### src/rtl/crx_pkg.sv
// Shared constants and carriers for the core reset, debug and exception controller.
// Assumes a single core clock domain; all users reference items as crx_pkg::name.
package crx_pkg;
    // ==========================================
    // Widths
    localparam int ADDR_W = 32;
    localparam int LEVEL_W = 6;
    localparam int RSET_W = 6;
    // ==========================================
    // Timing counts
    localparam int HOLD_PERIOD_NS = 800;
    localparam int CLOCK_NS = 50;
    localparam int HOLD_PERIOD_CYC = (HOLD_PERIOD_NS + CLOCK_NS - 1) / CLOCK_NS;
    localparam int CNT_W = 8;
    // ==========================================
    // Default addresses (set at system generation)
    localparam logic [31:0] RESET_ADDR_DEF = 32'h0000_0000;
    localparam logic [31:0] EXC_ADDR_DEF = 32'h0000_0020;
    localparam logic [31:0] BREAK_ADDR_DEF = 32'h0000_0100;
    // ==========================================
    // Core control state
    typedef enum logic [2:0] {
        CRX_RUN = 3'h0,
        CRX_DRAIN = 3'h1,
        CRX_HOLD = 3'h2,
        CRX_HALT = 3'h3,
        CRX_EXC_DRAIN = 3'h4
    } crx_state_t;
    // External interrupt request carrier
    typedef struct packed {
        logic valid;
        logic nmi;
        logic [LEVEL_W-1:0] level;
        logic [RSET_W-1:0] rset;
        logic [ADDR_W-1:0] handler;
    } crx_xirq_t;
    // Redirect order to the fetch unit
    typedef struct packed {
        logic valid;
        logic [ADDR_W-1:0] addr;
    } crx_redir_t;
endpackage

### src/rtl/crx_ctrl.sv
// Reset, debug halt and precise exception control for a soft processor core.
// Assumes pipeline status inputs come from core logic on CLOCK; request pins are asynchronous.
`timescale 1ns/1ps
// ==========================================
module crx_ctrl #(
    parameter logic [31:0] RESET_ADDR = crx_pkg::RESET_ADDR_DEF,
    parameter logic [31:0] EXC_ADDR = crx_pkg::EXC_ADDR_DEF,
    parameter logic [31:0] BREAK_ADDR = crx_pkg::BREAK_ADDR_DEF,
    parameter int HOLD_PERIOD = crx_pkg::HOLD_PERIOD_CYC,
    parameter int NUM_IRQ = 32,
    parameter bit USE_XIRQ = 1'b0
) (
    input wire logic CLOCK,
    input wire logic RESET,
    input wire logic CPU_RESET_REQUEST,
    input wire logic DEBUG_REQUEST,
    input wire logic DEBUG_RELEASE,
    input wire logic DEBUG_STEP,
    input wire logic PIPE_EMPTY,
    input wire logic EXC_PENDING,
    input wire logic GLOBAL_IRQ_ENABLE,
    input wire logic [crx_pkg::LEVEL_W-1:0] CUR_LEVEL,
    input wire logic [NUM_IRQ-1:0] IRQ_IN,
    input wire logic [NUM_IRQ-1:0] IRQ_ENABLE,
    input wire crx_pkg::crx_xirq_t XIRQ_IN,
    input wire logic RESET_READ_DONE,
    output logic CPU_RESET_TAKEN,
    output logic DEBUG_ACK,
    output logic CORE_RESET,
    output logic STALL_ISSUE,
    output logic RESET_READ,
    output logic [31:0] RESET_READ_ADDR,
    output crx_pkg::crx_redir_t REDIRECT,
    output logic XIRQ_TAKEN,
    output logic [crx_pkg::RSET_W-1:0] XIRQ_RSET,
    output logic [NUM_IRQ-1:0] IRQ_TO_XIRQ
);
    // ==========================================
    // Elaboration checks
    if (HOLD_PERIOD < 2 || HOLD_PERIOD > 255)
    begin : gen_bad_hold
        $error("HOLD_PERIOD out of range");
    end
    if (NUM_IRQ < 1 || NUM_IRQ > 32)
    begin : gen_bad_irq
        $error("NUM_IRQ out of range");
    end
    // ==========================================
    // Synchronisers for asynchronous request pins
    logic [1:0] rr_sync_reg; // Local reset request sync chain
    logic [1:0] rr_sync_next;
    logic [1:0] dr_sync_reg; // Debug request sync chain
    logic [1:0] dr_sync_next;
    // Next values for the sync chains
    always_comb
    begin
        rr_sync_next = {rr_sync_reg[0], CPU_RESET_REQUEST};
        dr_sync_next = {dr_sync_reg[0], DEBUG_REQUEST};
    end

    // Sync chain registers
    always_ff @(posedge CLOCK)
    begin
        if (RESET)
        begin
            rr_sync_reg <= 2'h0;
            dr_sync_reg <= 2'h0;
        end
        else
        begin
            rr_sync_reg <= rr_sync_next;
            dr_sync_reg <= dr_sync_next;
        end
    end
    logic rst_req; // Synchronised local reset request
    logic dbg_req; // Synchronised debug request
    assign rst_req = rr_sync_reg[1];
    assign dbg_req = dr_sync_reg[1];
    // ==========================================
    // Interrupt qualification
    logic int_irq; // Internal controller request
    logic ext_irq; // External controller request accepted
    logic any_irq;
    // Decides whether an interrupt is to be serviced now
    always_comb
    begin
        int_irq = 1'b0;
        ext_irq = 1'b0;
        if (USE_XIRQ)
        begin
            // NMI requests are taken at once; others need GLOBAL_IRQ_ENABLE and a level above CUR_LEVEL
            if (XIRQ_IN.valid && XIRQ_IN.nmi)
                ext_irq = 1'b1;
            else if (XIRQ_IN.valid && GLOBAL_IRQ_ENABLE && XIRQ_IN.level > CUR_LEVEL)
                ext_irq = 1'b1;
        end
        else
        begin
            int_irq = GLOBAL_IRQ_ENABLE && |(IRQ_IN & IRQ_ENABLE);
        end
        any_irq = int_irq || ext_irq;
    end

    // ==========================================
    // Control state machine
    crx_pkg::crx_state_t state_reg; // Current control state
    crx_pkg::crx_state_t state_next;
    logic [crx_pkg::CNT_W-1:0] cnt_reg; // Hold period counter
    logic [crx_pkg::CNT_W-1:0] cnt_next;
    logic taken_reg; // Reset acknowledge pulse
    logic taken_next;
    logic dack_reg; // Debug acknowledge
    logic dack_next;
    logic core_rst_reg; // Core reset drive
    logic core_rst_next;
    logic stall_reg; // Issue stall
    logic stall_next;
    logic rd_reg; // Reset address read strobe
    logic rd_next;
    crx_pkg::crx_redir_t redir_reg; // Fetch redirect
    crx_pkg::crx_redir_t redir_next;
    logic xtaken_reg; // External interrupt accepted pulse
    logic xtaken_next;
    logic [crx_pkg::RSET_W-1:0] xrset_reg; // Register set for handler
    logic [crx_pkg::RSET_W-1:0] xrset_next;
    logic [31:0] exc_target_reg; // Latched exception target
    logic [31:0] exc_target_next;
    logic hold_tick;
    assign hold_tick = (cnt_reg == crx_pkg::CNT_W'(HOLD_PERIOD - 1));
    // Next-state and output computation
    always_comb
    begin
        state_next = state_reg;
        cnt_next = cnt_reg;
        taken_next = 1'b0;
        dack_next = dack_reg;
        core_rst_next = core_rst_reg;
        stall_next = stall_reg;
        rd_next = 1'b0;
        redir_next = '0;
        xtaken_next = 1'b0;
        xrset_next = xrset_reg;
        exc_target_next = exc_target_reg;
        case (state_reg)
            crx_pkg::CRX_RUN:
            begin
                stall_next = 1'b0;
                core_rst_next = 1'b0; // Core leaves reset in its first running cycle
                if (rst_req)
                begin
                    // Stop issuing, let older instructions finish
                    stall_next = 1'b1;
                    state_next = crx_pkg::CRX_DRAIN;
                end
                else if (dbg_req)
                begin
                    // Halt as on a breakpoint
                    stall_next = 1'b1;
                    redir_next = '{valid: 1'b1, addr: BREAK_ADDR};
                    dack_next = 1'b1;
                    state_next = crx_pkg::CRX_HALT;
                end
                else if (EXC_PENDING || any_irq)
                begin
                    // Freeze younger instructions
                    stall_next = 1'b1;
                    if (ext_irq)
                    begin
                        exc_target_next = XIRQ_IN.handler;
                        xrset_next = XIRQ_IN.rset;
                        xtaken_next = 1'b1;
                    end
                    else
                        exc_target_next = EXC_ADDR;
                    state_next = crx_pkg::CRX_EXC_DRAIN;
                end
            end
            crx_pkg::CRX_EXC_DRAIN:
            begin
                // Redirect only when all older instructions completed
                if (PIPE_EMPTY)
                begin
                    redir_next = '{valid: 1'b1, addr: exc_target_reg};
                    stall_next = 1'b0;
                    state_next = crx_pkg::CRX_RUN;
                end
            end
            crx_pkg::CRX_DRAIN:
            begin
                if (!rst_req)
                begin
                    stall_next = 1'b0;
                    state_next = crx_pkg::CRX_RUN;
                end
                else if (PIPE_EMPTY)
                begin
                    core_rst_next = 1'b1;
                    taken_next = 1'b1;
                    rd_next = 1'b1;
                    cnt_next = '0;
                    state_next = crx_pkg::CRX_HOLD;
                end
            end
            crx_pkg::CRX_HOLD:
            begin
                if (!rst_req)
                begin
                    core_rst_next = 1'b0;
                    stall_next = 1'b0;
                    redir_next = '{valid: 1'b1, addr: RESET_ADDR};
                    state_next = crx_pkg::CRX_RUN;
                end
                else if (hold_tick)
                begin
                    cnt_next = '0;
                    taken_next = 1'b1;
                    rd_next = 1'b1;
                end
                else
                    cnt_next = cnt_reg + crx_pkg::CNT_W'(1);
            end
            crx_pkg::CRX_HALT:
            begin
                // Further debug requests ignored here; a pending local reset is taken on release or step
                if (DEBUG_RELEASE || DEBUG_STEP)
                begin
                    if (DEBUG_RELEASE)
                        dack_next = 1'b0;
                    if (rst_req)
                    begin
                        dack_next = 1'b0;
                        state_next = crx_pkg::CRX_DRAIN;
                    end
                    else if (DEBUG_RELEASE)
                    begin
                        stall_next = 1'b0;
                        state_next = crx_pkg::CRX_RUN;
                    end
                end
            end
            default:
            begin
                state_next = crx_pkg::CRX_RUN;
            end
        endcase
    end
    // Control registers; global reset acts on the very next edge
    always_ff @(posedge CLOCK)
    begin
        if (RESET)
        begin
            state_reg <= crx_pkg::CRX_RUN;
            cnt_reg <= '0;
            taken_reg <= 1'b0;
            dack_reg <= 1'b0;
            core_rst_reg <= 1'b1;
            stall_reg <= 1'b1;
            rd_reg <= 1'b0;
            redir_reg <= '0;
            xtaken_reg <= 1'b0;
            xrset_reg <= '0;
            exc_target_reg <= 32'h0000_0000;
        end
        else
        begin
            state_reg <= state_next;
            cnt_reg <= cnt_next;
            taken_reg <= taken_next;
            dack_reg <= dack_next;
            core_rst_reg <= core_rst_next;
            stall_reg <= stall_next;
            rd_reg <= rd_next;
            redir_reg <= redir_next;
            xtaken_reg <= xtaken_next;
            xrset_reg <= xrset_next;
            exc_target_reg <= exc_target_next;
        end
    end
    // Routing and read address flops, so that every output leaves a register
    logic [NUM_IRQ-1:0] route_reg; // Sources routed to external controller
    logic [NUM_IRQ-1:0] route_next;
    logic [31:0] raddr_reg; // Address of the discarded reset read
    logic [31:0] raddr_next;
    // Routing and read address next values
    always_comb
    begin
        route_next = USE_XIRQ ? IRQ_IN : '0;
        raddr_next = RESET_ADDR;
    end
    // Routing and read address registers
    always_ff @(posedge CLOCK)
    begin
        if (RESET)
        begin
            route_reg <= '0;
            raddr_reg <= RESET_ADDR;
        end
        else
        begin
            route_reg <= route_next;
            raddr_reg <= raddr_next;
        end
    end
    // ==========================================
    // Outputs
    assign CPU_RESET_TAKEN = taken_reg;
    assign DEBUG_ACK = dack_reg;
    assign CORE_RESET = core_rst_reg;
    assign STALL_ISSUE = stall_reg;
    assign RESET_READ = rd_reg;
    assign RESET_READ_ADDR = raddr_reg;
    assign REDIRECT = redir_reg;
    assign XIRQ_TAKEN = xtaken_reg;
    assign XIRQ_RSET = xrset_reg;
    assign IRQ_TO_XIRQ = route_reg;
endmodule

### config.mk
export PLATFORM = sky130hd
export DESIGN_NAME = crx_ctrl
export DESIGN_NICKNAME = d
export VERILOG_FILES = /design/src/rtl/crx_pkg.sv /design/src/rtl/crx_ctrl.sv
export SDC_FILE = /design/constraint.sdc
export NUM_CORES = 1
export LEC_CHECK = 0
export ABC_CLOCK_PERIOD_IN_PS = 3400
export BUFFER_PORTS_ARGS = -buffer_cell sky130_fd_sc_hd__buf_2
export CORE_AREA = 2 2 92 94
export DETAILED_ROUTE_END_ITERATION = 12
export DIE_AREA = 0 0 94 96
export GPL_TIMING_DRIVEN = 1
export PLACE_DENSITY = 0.73
export SLEW_MARGIN = 20
export SYNTH_ARGS = -nofsm -noshare
export SYNTH_HDL_FRONTEND = slang
export SYNTH_SLANG_ARGS = --single-unit
### constraint.sdc
create_clock -name CLOCK -period 3.4 [get_ports CLOCK]
set_input_delay 0.34 -clock CLOCK [delete_from_list [all_inputs] [get_ports CLOCK]]
set_output_delay 0.34 -clock CLOCK [all_outputs]
set_load 0.02 [all_outputs]
==> results of run 1 <==
==> synth_stat cells, types with 2 or more instances <==
| cell | n | share of area [%] |
|---|---|---|
| nand2_1 | 8 | 1.5 |
| nand3_1 | 4 | 1.0 |
| a22oi_1 | 16 | 6.1 |
| xnor2_1 | 5 | 2.2 |
| nand4_1 | 7 | 2.2 |
| o21ai_1 | 2 | 0.51 |
| clkbuf_1 | 5 | 0.95 |
| o21ai_0 | 4 | 1.0 |
| nand2b_1 | 3 | 0.95 |
| nor2_1 | 19 | 3.6 |
| mux2i_1 | 2 | 1.0 |
| a31oi_1 | 4 | 1.3 |
| buf_4 | 102 | 39 |
| a21oi_1 | 6 | 1.5 |
| nor2b_1 | 5 | 1.6 |
| dfxtp_1 | 23 | 23 |
| xor2_1 | 2 | 0.89 |
| inv_1 | 4 | 0.76 |
| nor3_1 | 4 | 1.0 |
==> layer usage <==
metal | wire length, um | vias up
met3 | 325 | 4
li1 | - | 796
met2 | 1963 | 96
met5 | 0 | -
met4 | 42 | 0
met1 | 1869 | 722
==> area by class of cell <==
cell class,count,area (um2)
Timing Repair Buffer,80,400.4
Multi-Input combinational cell,212,1089
Sequential cell,23,460.4
Tap cell,105,131.4
Clock buffer,3,41.29
Inverter,4,15.01
Clock inverter,1,5.005
Fill cell,875,5909
==> where the power goes <==
part / internal, W / switching, W / total, W / leakage [nW]
clock network: 0.0000817 / 0.0000856 / 0.000167 / 0.0255
registers: 0.000280 / 0.0000149 / 0.000295 / 0.188
logic: 0.0000585 / 0.000152 / 0.000210 / 0.865
total: 0.000421 / 0.000252 / 0.000673 / 1.08
==> worst min path at each step <==
stage / from / depth (start not counted) / end / slack, ns
finish: DEBUG_REQUEST / 2 / dr_sync_reg[0] / 0.34
global route: DEBUG_REQUEST / 2 / dr_sync_reg[0] / 0.35
CTS: CPU_RESET_REQUEST / 2 / rr_sync_reg[0] / 0.34
detailed placement: dr_sync_reg[0] / 1 / dr_sync_reg[1] / 0.42
global placement: rr_sync_reg[0] / 1 / rr_sync_reg[1] / 0.42
floorplan: RESET / 1 / dr_sync_reg[0] / 0.41
==> kinds of logic after synthesis <==
logic type / Yosys count / synth area share, %
buffers and inverters: 112 / 40.67
AND/OR/NAND/NOR: 57 / 14.55
AO/OA/AOI/OAI: 44 / 16.57
flip-flops: 23 / 23.28
XOR/XNOR: 7 / 3.099
multiplexers: 2 / 1.012
adder cells (fa/ha/maj): 1 / 0.6324
other: 1 / 0.1896
==> stage by stage <==
step | total power, W | hold WS, ns | utilization [%] | worst slack [ns] | instance area, um2
2_1_floorplan | 0.0005363 | 0.4116 | - | 1.691 | 2354
3_5_place_dp | 0.0005079 | 0.4239 | 26.03 | 1.457 | 2096
3_3_place_gp | 0.0005044 | 0.4197 | 26.03 | 1.450 | 2096
5_1_grt | 0.0007104 | 0.3474 | 26.60 | 1.261 | 2142
4_1_cts | 0.0006752 | 0.3444 | 26.60 | 1.578 | 2142
6_report | 0.0006728 | 0.3374 | 26.60 | 1.543 | 2142
==> results.cfg, run 1 <==
[run_status]
outcome = finished clean

[setup_path]
timing.rr.end = cnt_reg[6]
crit_type = reg2reg
cp.depth = 5
regToRegStartpoint = state_reg[1]
crit_end = cnt_reg[6]
worst_ep_required_time_ns = 3.54
start_kind = flip-flop
crit_path_end_kind = flip-flop
crit_slowest_cell = dfxtp_1
path_cells = nand2b_1 -> a21oi_1 -> o31ai_1 -> nand2_1 -> nor2_1
slowest_delay_ns = 0.62
arrival_ns = 2.00
setup.worst_path.start = state_reg[1]
critPathTopFamily = flip-flops
cp_max_fo = 17
r2r_slack_ns = 1.54
cp.buffers_inverters = 0
r2r_cells = 5

[cts]
clock-sinks = 23
cts_setup_buffers = 0
clkTransAtPathRegs_ns = 0.09
clk_latency_ns = 0.26
numCtsBuffers = 3
htreeDepth = 1
cts_tree = yes
clockRootBuffer = clkbuf_8
cts_hold_buf = 0
clk_path_buf_depth = 2
postCtsResizedCells = 0

[global_routing]
busiest_layer = met2
grt-ovfl-total = 0
antenna_found_initial = 0
grt_util_met1_pct = 11.39
grt_pass1_vias = 1296
grt_pass1_wl_um = 6154
grt_max_degree = 18
use_met3_pct = 1.331
use_met2_pct = 13.57
grt_usage_pct = 8.421

[yosys]
synth-main-ff-cell = dfxtp_1
avgSynthCellArea_um2 = 8.009
synth-warning-count = 0
synth_cell_types = 41
ys_seq_area_share_pct = 23.28
synthCells = 247
syn_area_um2 = 1978
synth-seq-cells = 23
synth-async-reset-ratio_pct = 0
synth_edf_count = 0

[die]
io_pins = 235
die_w_um = 94
initial_core_util_pct = 24.57
core-area_um2 = 8051
num_rows = 33
die_y_um = 96
dieArea_um2 = 9024

[final_layout]
fin_nets = 451
mostFrequentLayoutCell = conb_1
antennaDiodeCount = 0
largest_reg_flops = 8
finalNonFillerCells = 428
layout_common_cells = conb_1 (101), buf_2 (80), dfxtp_1 (23), nor2_1 (19), a22oi_1 (16)
drive_gt1_share_pct = 26.93
area_delta_synth_final_pct = 8.286

[placed_design]
place_inst = 424
gp_congestion = 0.7922
hpwl_um = 3445
portBuffers = 80

[detailed_routing]
drt-total-wl_um = 4200
drc_errors = 0
viasPerCell = 3.780
antenna_left = 0
wire_per_inst_um = 9.813
vias = 1618
dr.pass1.iters = 4
drt_iter0_drc = 76

[sta]
maxSlewViolCount = 0
rsz0062_at_grt = false
hold_violations = 0
setup_viol = 0
period_minus_slack_ns = 1.857
finalSetupTns_ns = 0
fin_crit_sh_pct = 54.60
max_freq_mhz = 538.6
skew_ns = 0.008979

[hold_path]
hold_path.class = in2reg

[power]
p_leak_nw = 1.078
irDropWorstVdd_mv = 0.1211
power.density_nw_per_um2 = 314.1

[job]
cap_viol_max_count = 0
No activity file was read; power rests on OpenSTA's default activity.
==> run 2, diff against run 1 <==
--- a/config.mk
+++ b/config.mk
@@ -5,13 +5,13 @@
 export SDC_FILE = /design/constraint.sdc
 export NUM_CORES = 1
 export LEC_CHECK = 0
-export ABC_CLOCK_PERIOD_IN_PS = 3400
+export ABC_CLOCK_PERIOD_IN_PS = 1680
 export BUFFER_PORTS_ARGS = -buffer_cell sky130_fd_sc_hd__buf_2
 export CORE_AREA = 2 2 92 94
 export DETAILED_ROUTE_END_ITERATION = 12
 export DIE_AREA = 0 0 94 96
 export GPL_TIMING_DRIVEN = 1
-export PLACE_DENSITY = 0.73
+export PLACE_DENSITY = 0.75
 export SLEW_MARGIN = 20
 export SYNTH_ARGS = -nofsm -noshare
 export SYNTH_HDL_FRONTEND = slang
==> constraint.sdc (replaced) <==
create_clock -name CLOCK -period 1.68 [get_ports CLOCK]
set_input_delay 0.168 -clock CLOCK [delete_from_list [all_inputs] [get_ports CLOCK]]
set_output_delay 0.168 -clock CLOCK [all_outputs]
set_load 0.02 [all_outputs]
==> run 2 against run 1 <==
Net effect:
- flip-flop and latch count unchanged
- largest cell class unchanged
- clock power increased by 110%
- maximum frequency increased by 22%
==> results.cfg, run 2 (synthesis results as in run 1) <==
[detailed_routing]
drt-total-wl_um = 4336
viasPerCell = 3.797
vias = 1648
dr.pass1.iters = 4
drc_errors = 0
wire_per_inst_um = 9.991
antenna_left = 0
drt_iter0_drc = 86

[setup_path]
worst_ep_required_time_ns = 1.82
cp_max_fo = 9
cp.buffers_inverters = 1
timing.rr.end = state_reg[2]
start_kind = flip-flop
critPathTopFamily = compound AO/OA/AOI/OAI gates
crit_slowest_cell = a2111oi_1
r2r_slack_ns = 0.16
arrival_ns = 1.67
r2r_cells = 4
slowest_delay_ns = 0.45
crit_path_end_kind = flip-flop
regToRegStartpoint = rr_sync_reg[1]
path_cells = buf_4 -> nor2_1 -> a31oi_1 -> a2111oi_1
crit_type = reg2reg

[cts]
cts_setup_buffers = 0
clockRootBuffer = clkbuf_8
clkTransAtPathRegs_ns = 0.09
clock-sinks = 23
clk_path_buf_depth = 2
clk_latency_ns = 0.27
cts_hold_buf = 0
cts_tree = yes
numCtsBuffers = 3
htreeDepth = 1

[final_layout]
finalNonFillerCells = 434
layout_common_cells = conb_1 (101), buf_2 (80), dfxtp_1 (23), nor2_1 (19), a22oi_1 (16)
largest_reg_flops = 8
multi_input_area_um2 = 1090
drive_gt1_share_pct = 28.27
mostFrequentLayoutCell = conb_1
final-seq-area_um2 = 460.4
fin_nets = 457
area_delta_synth_final_pct = 10.75
antennaDiodeCount = 0
fillers = 879

[power]
irDropWorstVdd_mv = 0.2271
power.density_nw_per_um2 = 637.2
switching_share_pct = 37.93
p_sw_w = 0.0005295
clockPowerShare_pct = 25.6
p_leak_nw = 1.105
p_comb_share_pct = 32.8
power.internal_w = 0.0008665
seqPwrFrac_pct = 41.6

[hold_path]
hold_path.startpoint = DEBUG_REQUEST
worstHoldEndpoint = dr_sync_reg[0]
hold_path.class = in2reg
hold_path_depth = 2

[sta]
setup_viol = 0
period_minus_slack_ns = 1.524
skew_ns = 0.006622
setup_slack_ns = 0.1562
maxSlewViolCount = 0
finalSetupTns_ns = 0
hold_violations = 0
rsz0062_at_grt = false
fin_crit_sh_pct = 90.70
max_freq_mhz = 656.3

[die]
die_w_um = 94
core-area_um2 = 8051
dieArea_um2 = 9024
io_pins = 235
initial_core_util_pct = 24.57
num_rows = 33
die_y_um = 96

[placed_design]
place_inst = 430
dpl_worst_slack_ns = -0.1212
hpwl_um = 3619
gp_congestion = 0.8116
portBuffers = 80

[job]
cap_viol_max_count = 0

[global_routing]
antenna_found_initial = 0
grt-ovfl-total = 0
grt_usage_pct = 9.515
grt_pass1_wl_um = 6900
grt_max_degree = 17
grt_pass1_vias = 1442

[run_status]
outcome = finished clean
run 2: worst max path at each step:
stage,depth (start not counted),endpoint,startpoint
after CTS,4,state_reg[2],rr_sync_reg[1]
after global routing,6,cnt_reg[5],cnt_reg[0]
final,4,state_reg[2],rr_sync_reg[1]
after detailed placement,6,STALL_ISSUE,IRQ_IN[16]
after floorplan,5,STALL_ISSUE,IRQ_IN[12]
after global placement,6,STALL_ISSUE,IRQ_IN[16]
run 2: power by group through the flow:
stage | clock network, W | registers (W) | logic [W]
2_1_floorplan | 0 | 0.000604 | 0.000481
3_3_place_gp | 0 | 0.000592 | 0.000444
3_5_place_dp | 0 | 0.000593 | 0.000449
4_1_cts | 0.000371 | 0.000581 | 0.000451
5_1_grt | 0.000389 | 0.000585 | 0.000504
6_report | 0.000357 | 0.000581 | 0.000458
run 2: stage by stage:
stage	hold WS, ns	util [%]	power (W)	area [um2]
2_1_floorplan	0.2396	-	0.001085	2354
3_3_place_gp	0.4186	26.59	0.001036	2141
3_5_place_dp	0.4239	26.59	0.001042	2141
4_1_cts	0.1638	27.20	0.001402	2190
5_1_grt	0.1647	27.21	0.001477	2191
6_report	0.1593	27.21	0.001396	2191
run 2: worst reg2reg max path: cells and delay by family, from the launching register on:
kind / cells / cell delay (ns)
AO/OA/AOI/OAI: 2 / 0.58
flip-flops: 1 / 0.41
buffers and inverters: 1 / 0.20
AND/OR/NAND/NOR: 1 / 0.21
run 2: area by class of cell:
| class | instances | area share (%) |
|---|---|---|
| multi-input combinational | 212 | 49.74 |
| sequential | 23 | 21.02 |
| timing repair buffer | 86 | 20.33 |
| tap | 105 | 5.997 |
| clock buffer | 3 | 1.885 |
| inverter | 4 | 0.6853 |
| clock inverter | 1 | 0.3427 |
run 2: what timing repair did:
action                                 CTS  global route
setup endpoints to repair                0             1
resized for setup                        0             1
endpoints found under the hold margin    0             0
run 2: layer usage:
metal / track usage (%) / share of wire, % / vias to the layer above
met2: 15.89 / 47 / 85
li1: - / - / 811
met4: 3.382 / 1.3 / 0
met1: 12.51 / 44 / 746
met5: 0 / 0 / -
met3: 1.410 / 7.8 / 6
==> run 3, diff against run 2 <==
--- a/config.mk
+++ b/config.mk
@@ -5,7 +5,7 @@
 export SDC_FILE = /design/constraint.sdc
 export NUM_CORES = 1
 export LEC_CHECK = 0
-export ABC_CLOCK_PERIOD_IN_PS = 1680
+export ABC_CLOCK_PERIOD_IN_PS = 1400
 export BUFFER_PORTS_ARGS = -buffer_cell sky130_fd_sc_hd__buf_2
 export CORE_AREA = 2 2 92 94
 export DETAILED_ROUTE_END_ITERATION = 12
==> constraint.sdc (replaced) <==
create_clock -name CLOCK -period 1.4 [get_ports CLOCK]
set_input_delay 0.14 -clock CLOCK [delete_from_list [all_inputs] [get_ports CLOCK]]
set_output_delay 0.14 -clock CLOCK [all_outputs]
set_load 0.02 [all_outputs]
==> run 3 against run 2 <==
Net effect:
- the run now ends with setup timing left
- setup slack worse by 0.17 ns
- utilization is 3.0 points higher
- non-clock buffer count is 12 higher
- clock power up 16%
==> results.cfg, run 3 (synthesis results as in run 1) <==
[cts]
clk_path_buf_depth = 2
clk_latency_ns = 0.27
numCtsBuffers = 3
clock-sinks = 23
htreeDepth = 1
clockRootBuffer = clkbuf_8
cts_tree = yes
clkTransAtPathRegs_ns = 0.08

[final_layout]
multi_input_area_um2 = 1230
area_delta_synth_final_pct = 23.15
antennaDiodeCount = 0
post-route-util_pct = 30.26
final-seq-area_um2 = 466.7
mostFrequentLayoutCell = conb_1
layout_common_cells = conb_1 (101), buf_2 (80), dfxtp_1 (18), buf_4 (17), a22oi_1 (15)
drive_gt1_share_pct = 38.42
fin_nets = 469
largest_reg_flops = 8
fillers = 858

[setup_path]
crit_slowest_cell = dfxtp_2
start_kind = flip-flop
crit_type = reg2reg
crit_path_end_kind = flip-flop
crit_path_frequent_cell = o21ai_1
critPathTopFamily = compound AO/OA/AOI/OAI gates
setup.worst_path.start = state_reg[1]
worst_ep_required_time_ns = 1.59
arrival_ns = 1.60
r2r_slack_ns = -0.01
slowest_delay_ns = 0.35
r2r_cells = 6
regToRegStartpoint = state_reg[1]
cp_max_fo = 5
cp.buffers_inverters = 1
path_cells = buf_4 -> nand2b_1 -> o21ai_1 -> a32o_1 -> o21ai_1 -> a211oi_2
cp.depth = 6

[sta]
setup_slack_ns = -0.01459
rsz0062_at_grt = true
skew_ns = 0.005689
maxSlewViolCount = 0
hold_violations = 0
max_freq_mhz = 706.9
fin_crit_sh_pct = 101.0
setup_viol = 2
period_minus_slack_ns = 1.415

[placed_design]
gp_congestion = 0.8605
hpwl_um = 3864
dpl_worst_slack_ns = -0.2310
portBuffers = 80

[detailed_routing]
viasPerCell = 3.834
antenna_left = 0
drt-total-wl_um = 4793
drc_errors = 0
wire_per_inst_um = 10.75
dr.pass1.iters = 4
vias = 1710
drt_iter0_drc = 63

[global_routing]
grt_max_degree = 17
grt_usage_pct = 9.990
grt-ovfl-total = 0
antenna_found_initial = 0
grt_pass1_vias = 1524
grt_pass1_wl_um = 7251

[run_status]
outcome = finished with violations
violations = setup timing

[job]
cap_viol_max_count = 0

[hold_path]
hold_path.startpoint = DEBUG_REQUEST
hold_path_depth = 2
hold_path.class = in2reg

[power]
p_leak_nw = 1.215
switching_share_pct = 37.56
power.internal_w = 0.001063
seqPwrFrac_pct = 41.1
p_comb_share_pct = 34.6
irDropWorstVdd_mv = 0.3138
clockPowerShare_pct = 24.3
p_sw_w = 0.0006392
power.density_nw_per_um2 = 698.6

[die]
die_w_um = 94
dieArea_um2 = 9024
initial_core_util_pct = 24.57
num_rows = 33
core-area_um2 = 8051
die_y_um = 96
io_pins = 235
run 3: what timing repair did:
action	CTS	global route
gates cloned	0	0
hold buffers	0	0
pin swaps	1	13
resized for setup	3	32
setup buffers	0	1
endpoints found under the setup margin	8	13
run 3: path summary, 6_finish.rpt:
check                                       to
worst min register to register  dr_sync_reg[1]
worst max-delay path              state_reg[0]
worst min-delay path            dr_sync_reg[0]
worst max register to register    state_reg[0]
run 3: power by group through the flow:
stage	registers, W	logic, W	clock network (W)
finish	0.000700	0.000589	0.000413
floorplan	0.000725	0.000578	0
global placement	0.000713	0.000550	0
CTS	0.000697	0.000560	0.000428
global route	0.000703	0.000642	0.000454
detailed placement	0.000712	0.000556	0
run 3: per-stage QoR:
stage,hold WS [ns],total power (W),std cells,cell area (um2),TNS [ns]
CTS,0.1461,0.001685,445,2293,-0.006395
floorplan,0.2116,0.001303,347,2357,-0.05494
global placement,0.4254,0.001262,441,2240,-0.4529
detailed placement,0.4317,0.001269,441,2240,-0.6700
finish,0.1384,0.001702,446,2436,-0.01958
global route,0.1408,0.001798,446,2436,-0.4495
run 3: layout make-up:
type                            count  area share, %
Tap cell                          105          5.393
Inverter                            4         0.6163
Sequential cell                    23          19.16
Multi-Input combinational cell    212          50.49
Clock buffer                        4          1.849
Timing Repair Buffer               98          22.50
run 3: layer usage:
layer | wire (um) | global-route usage (%) | up-vias
met3 | 277 | 0.9397 | 5
met4 | 74 | 3.865 | 0
met5 | 0 | 0 | -
met1 | 2142 | 13.39 | 781
met2 | 2299 | 16.61 | 89
li1 | - | - | 835
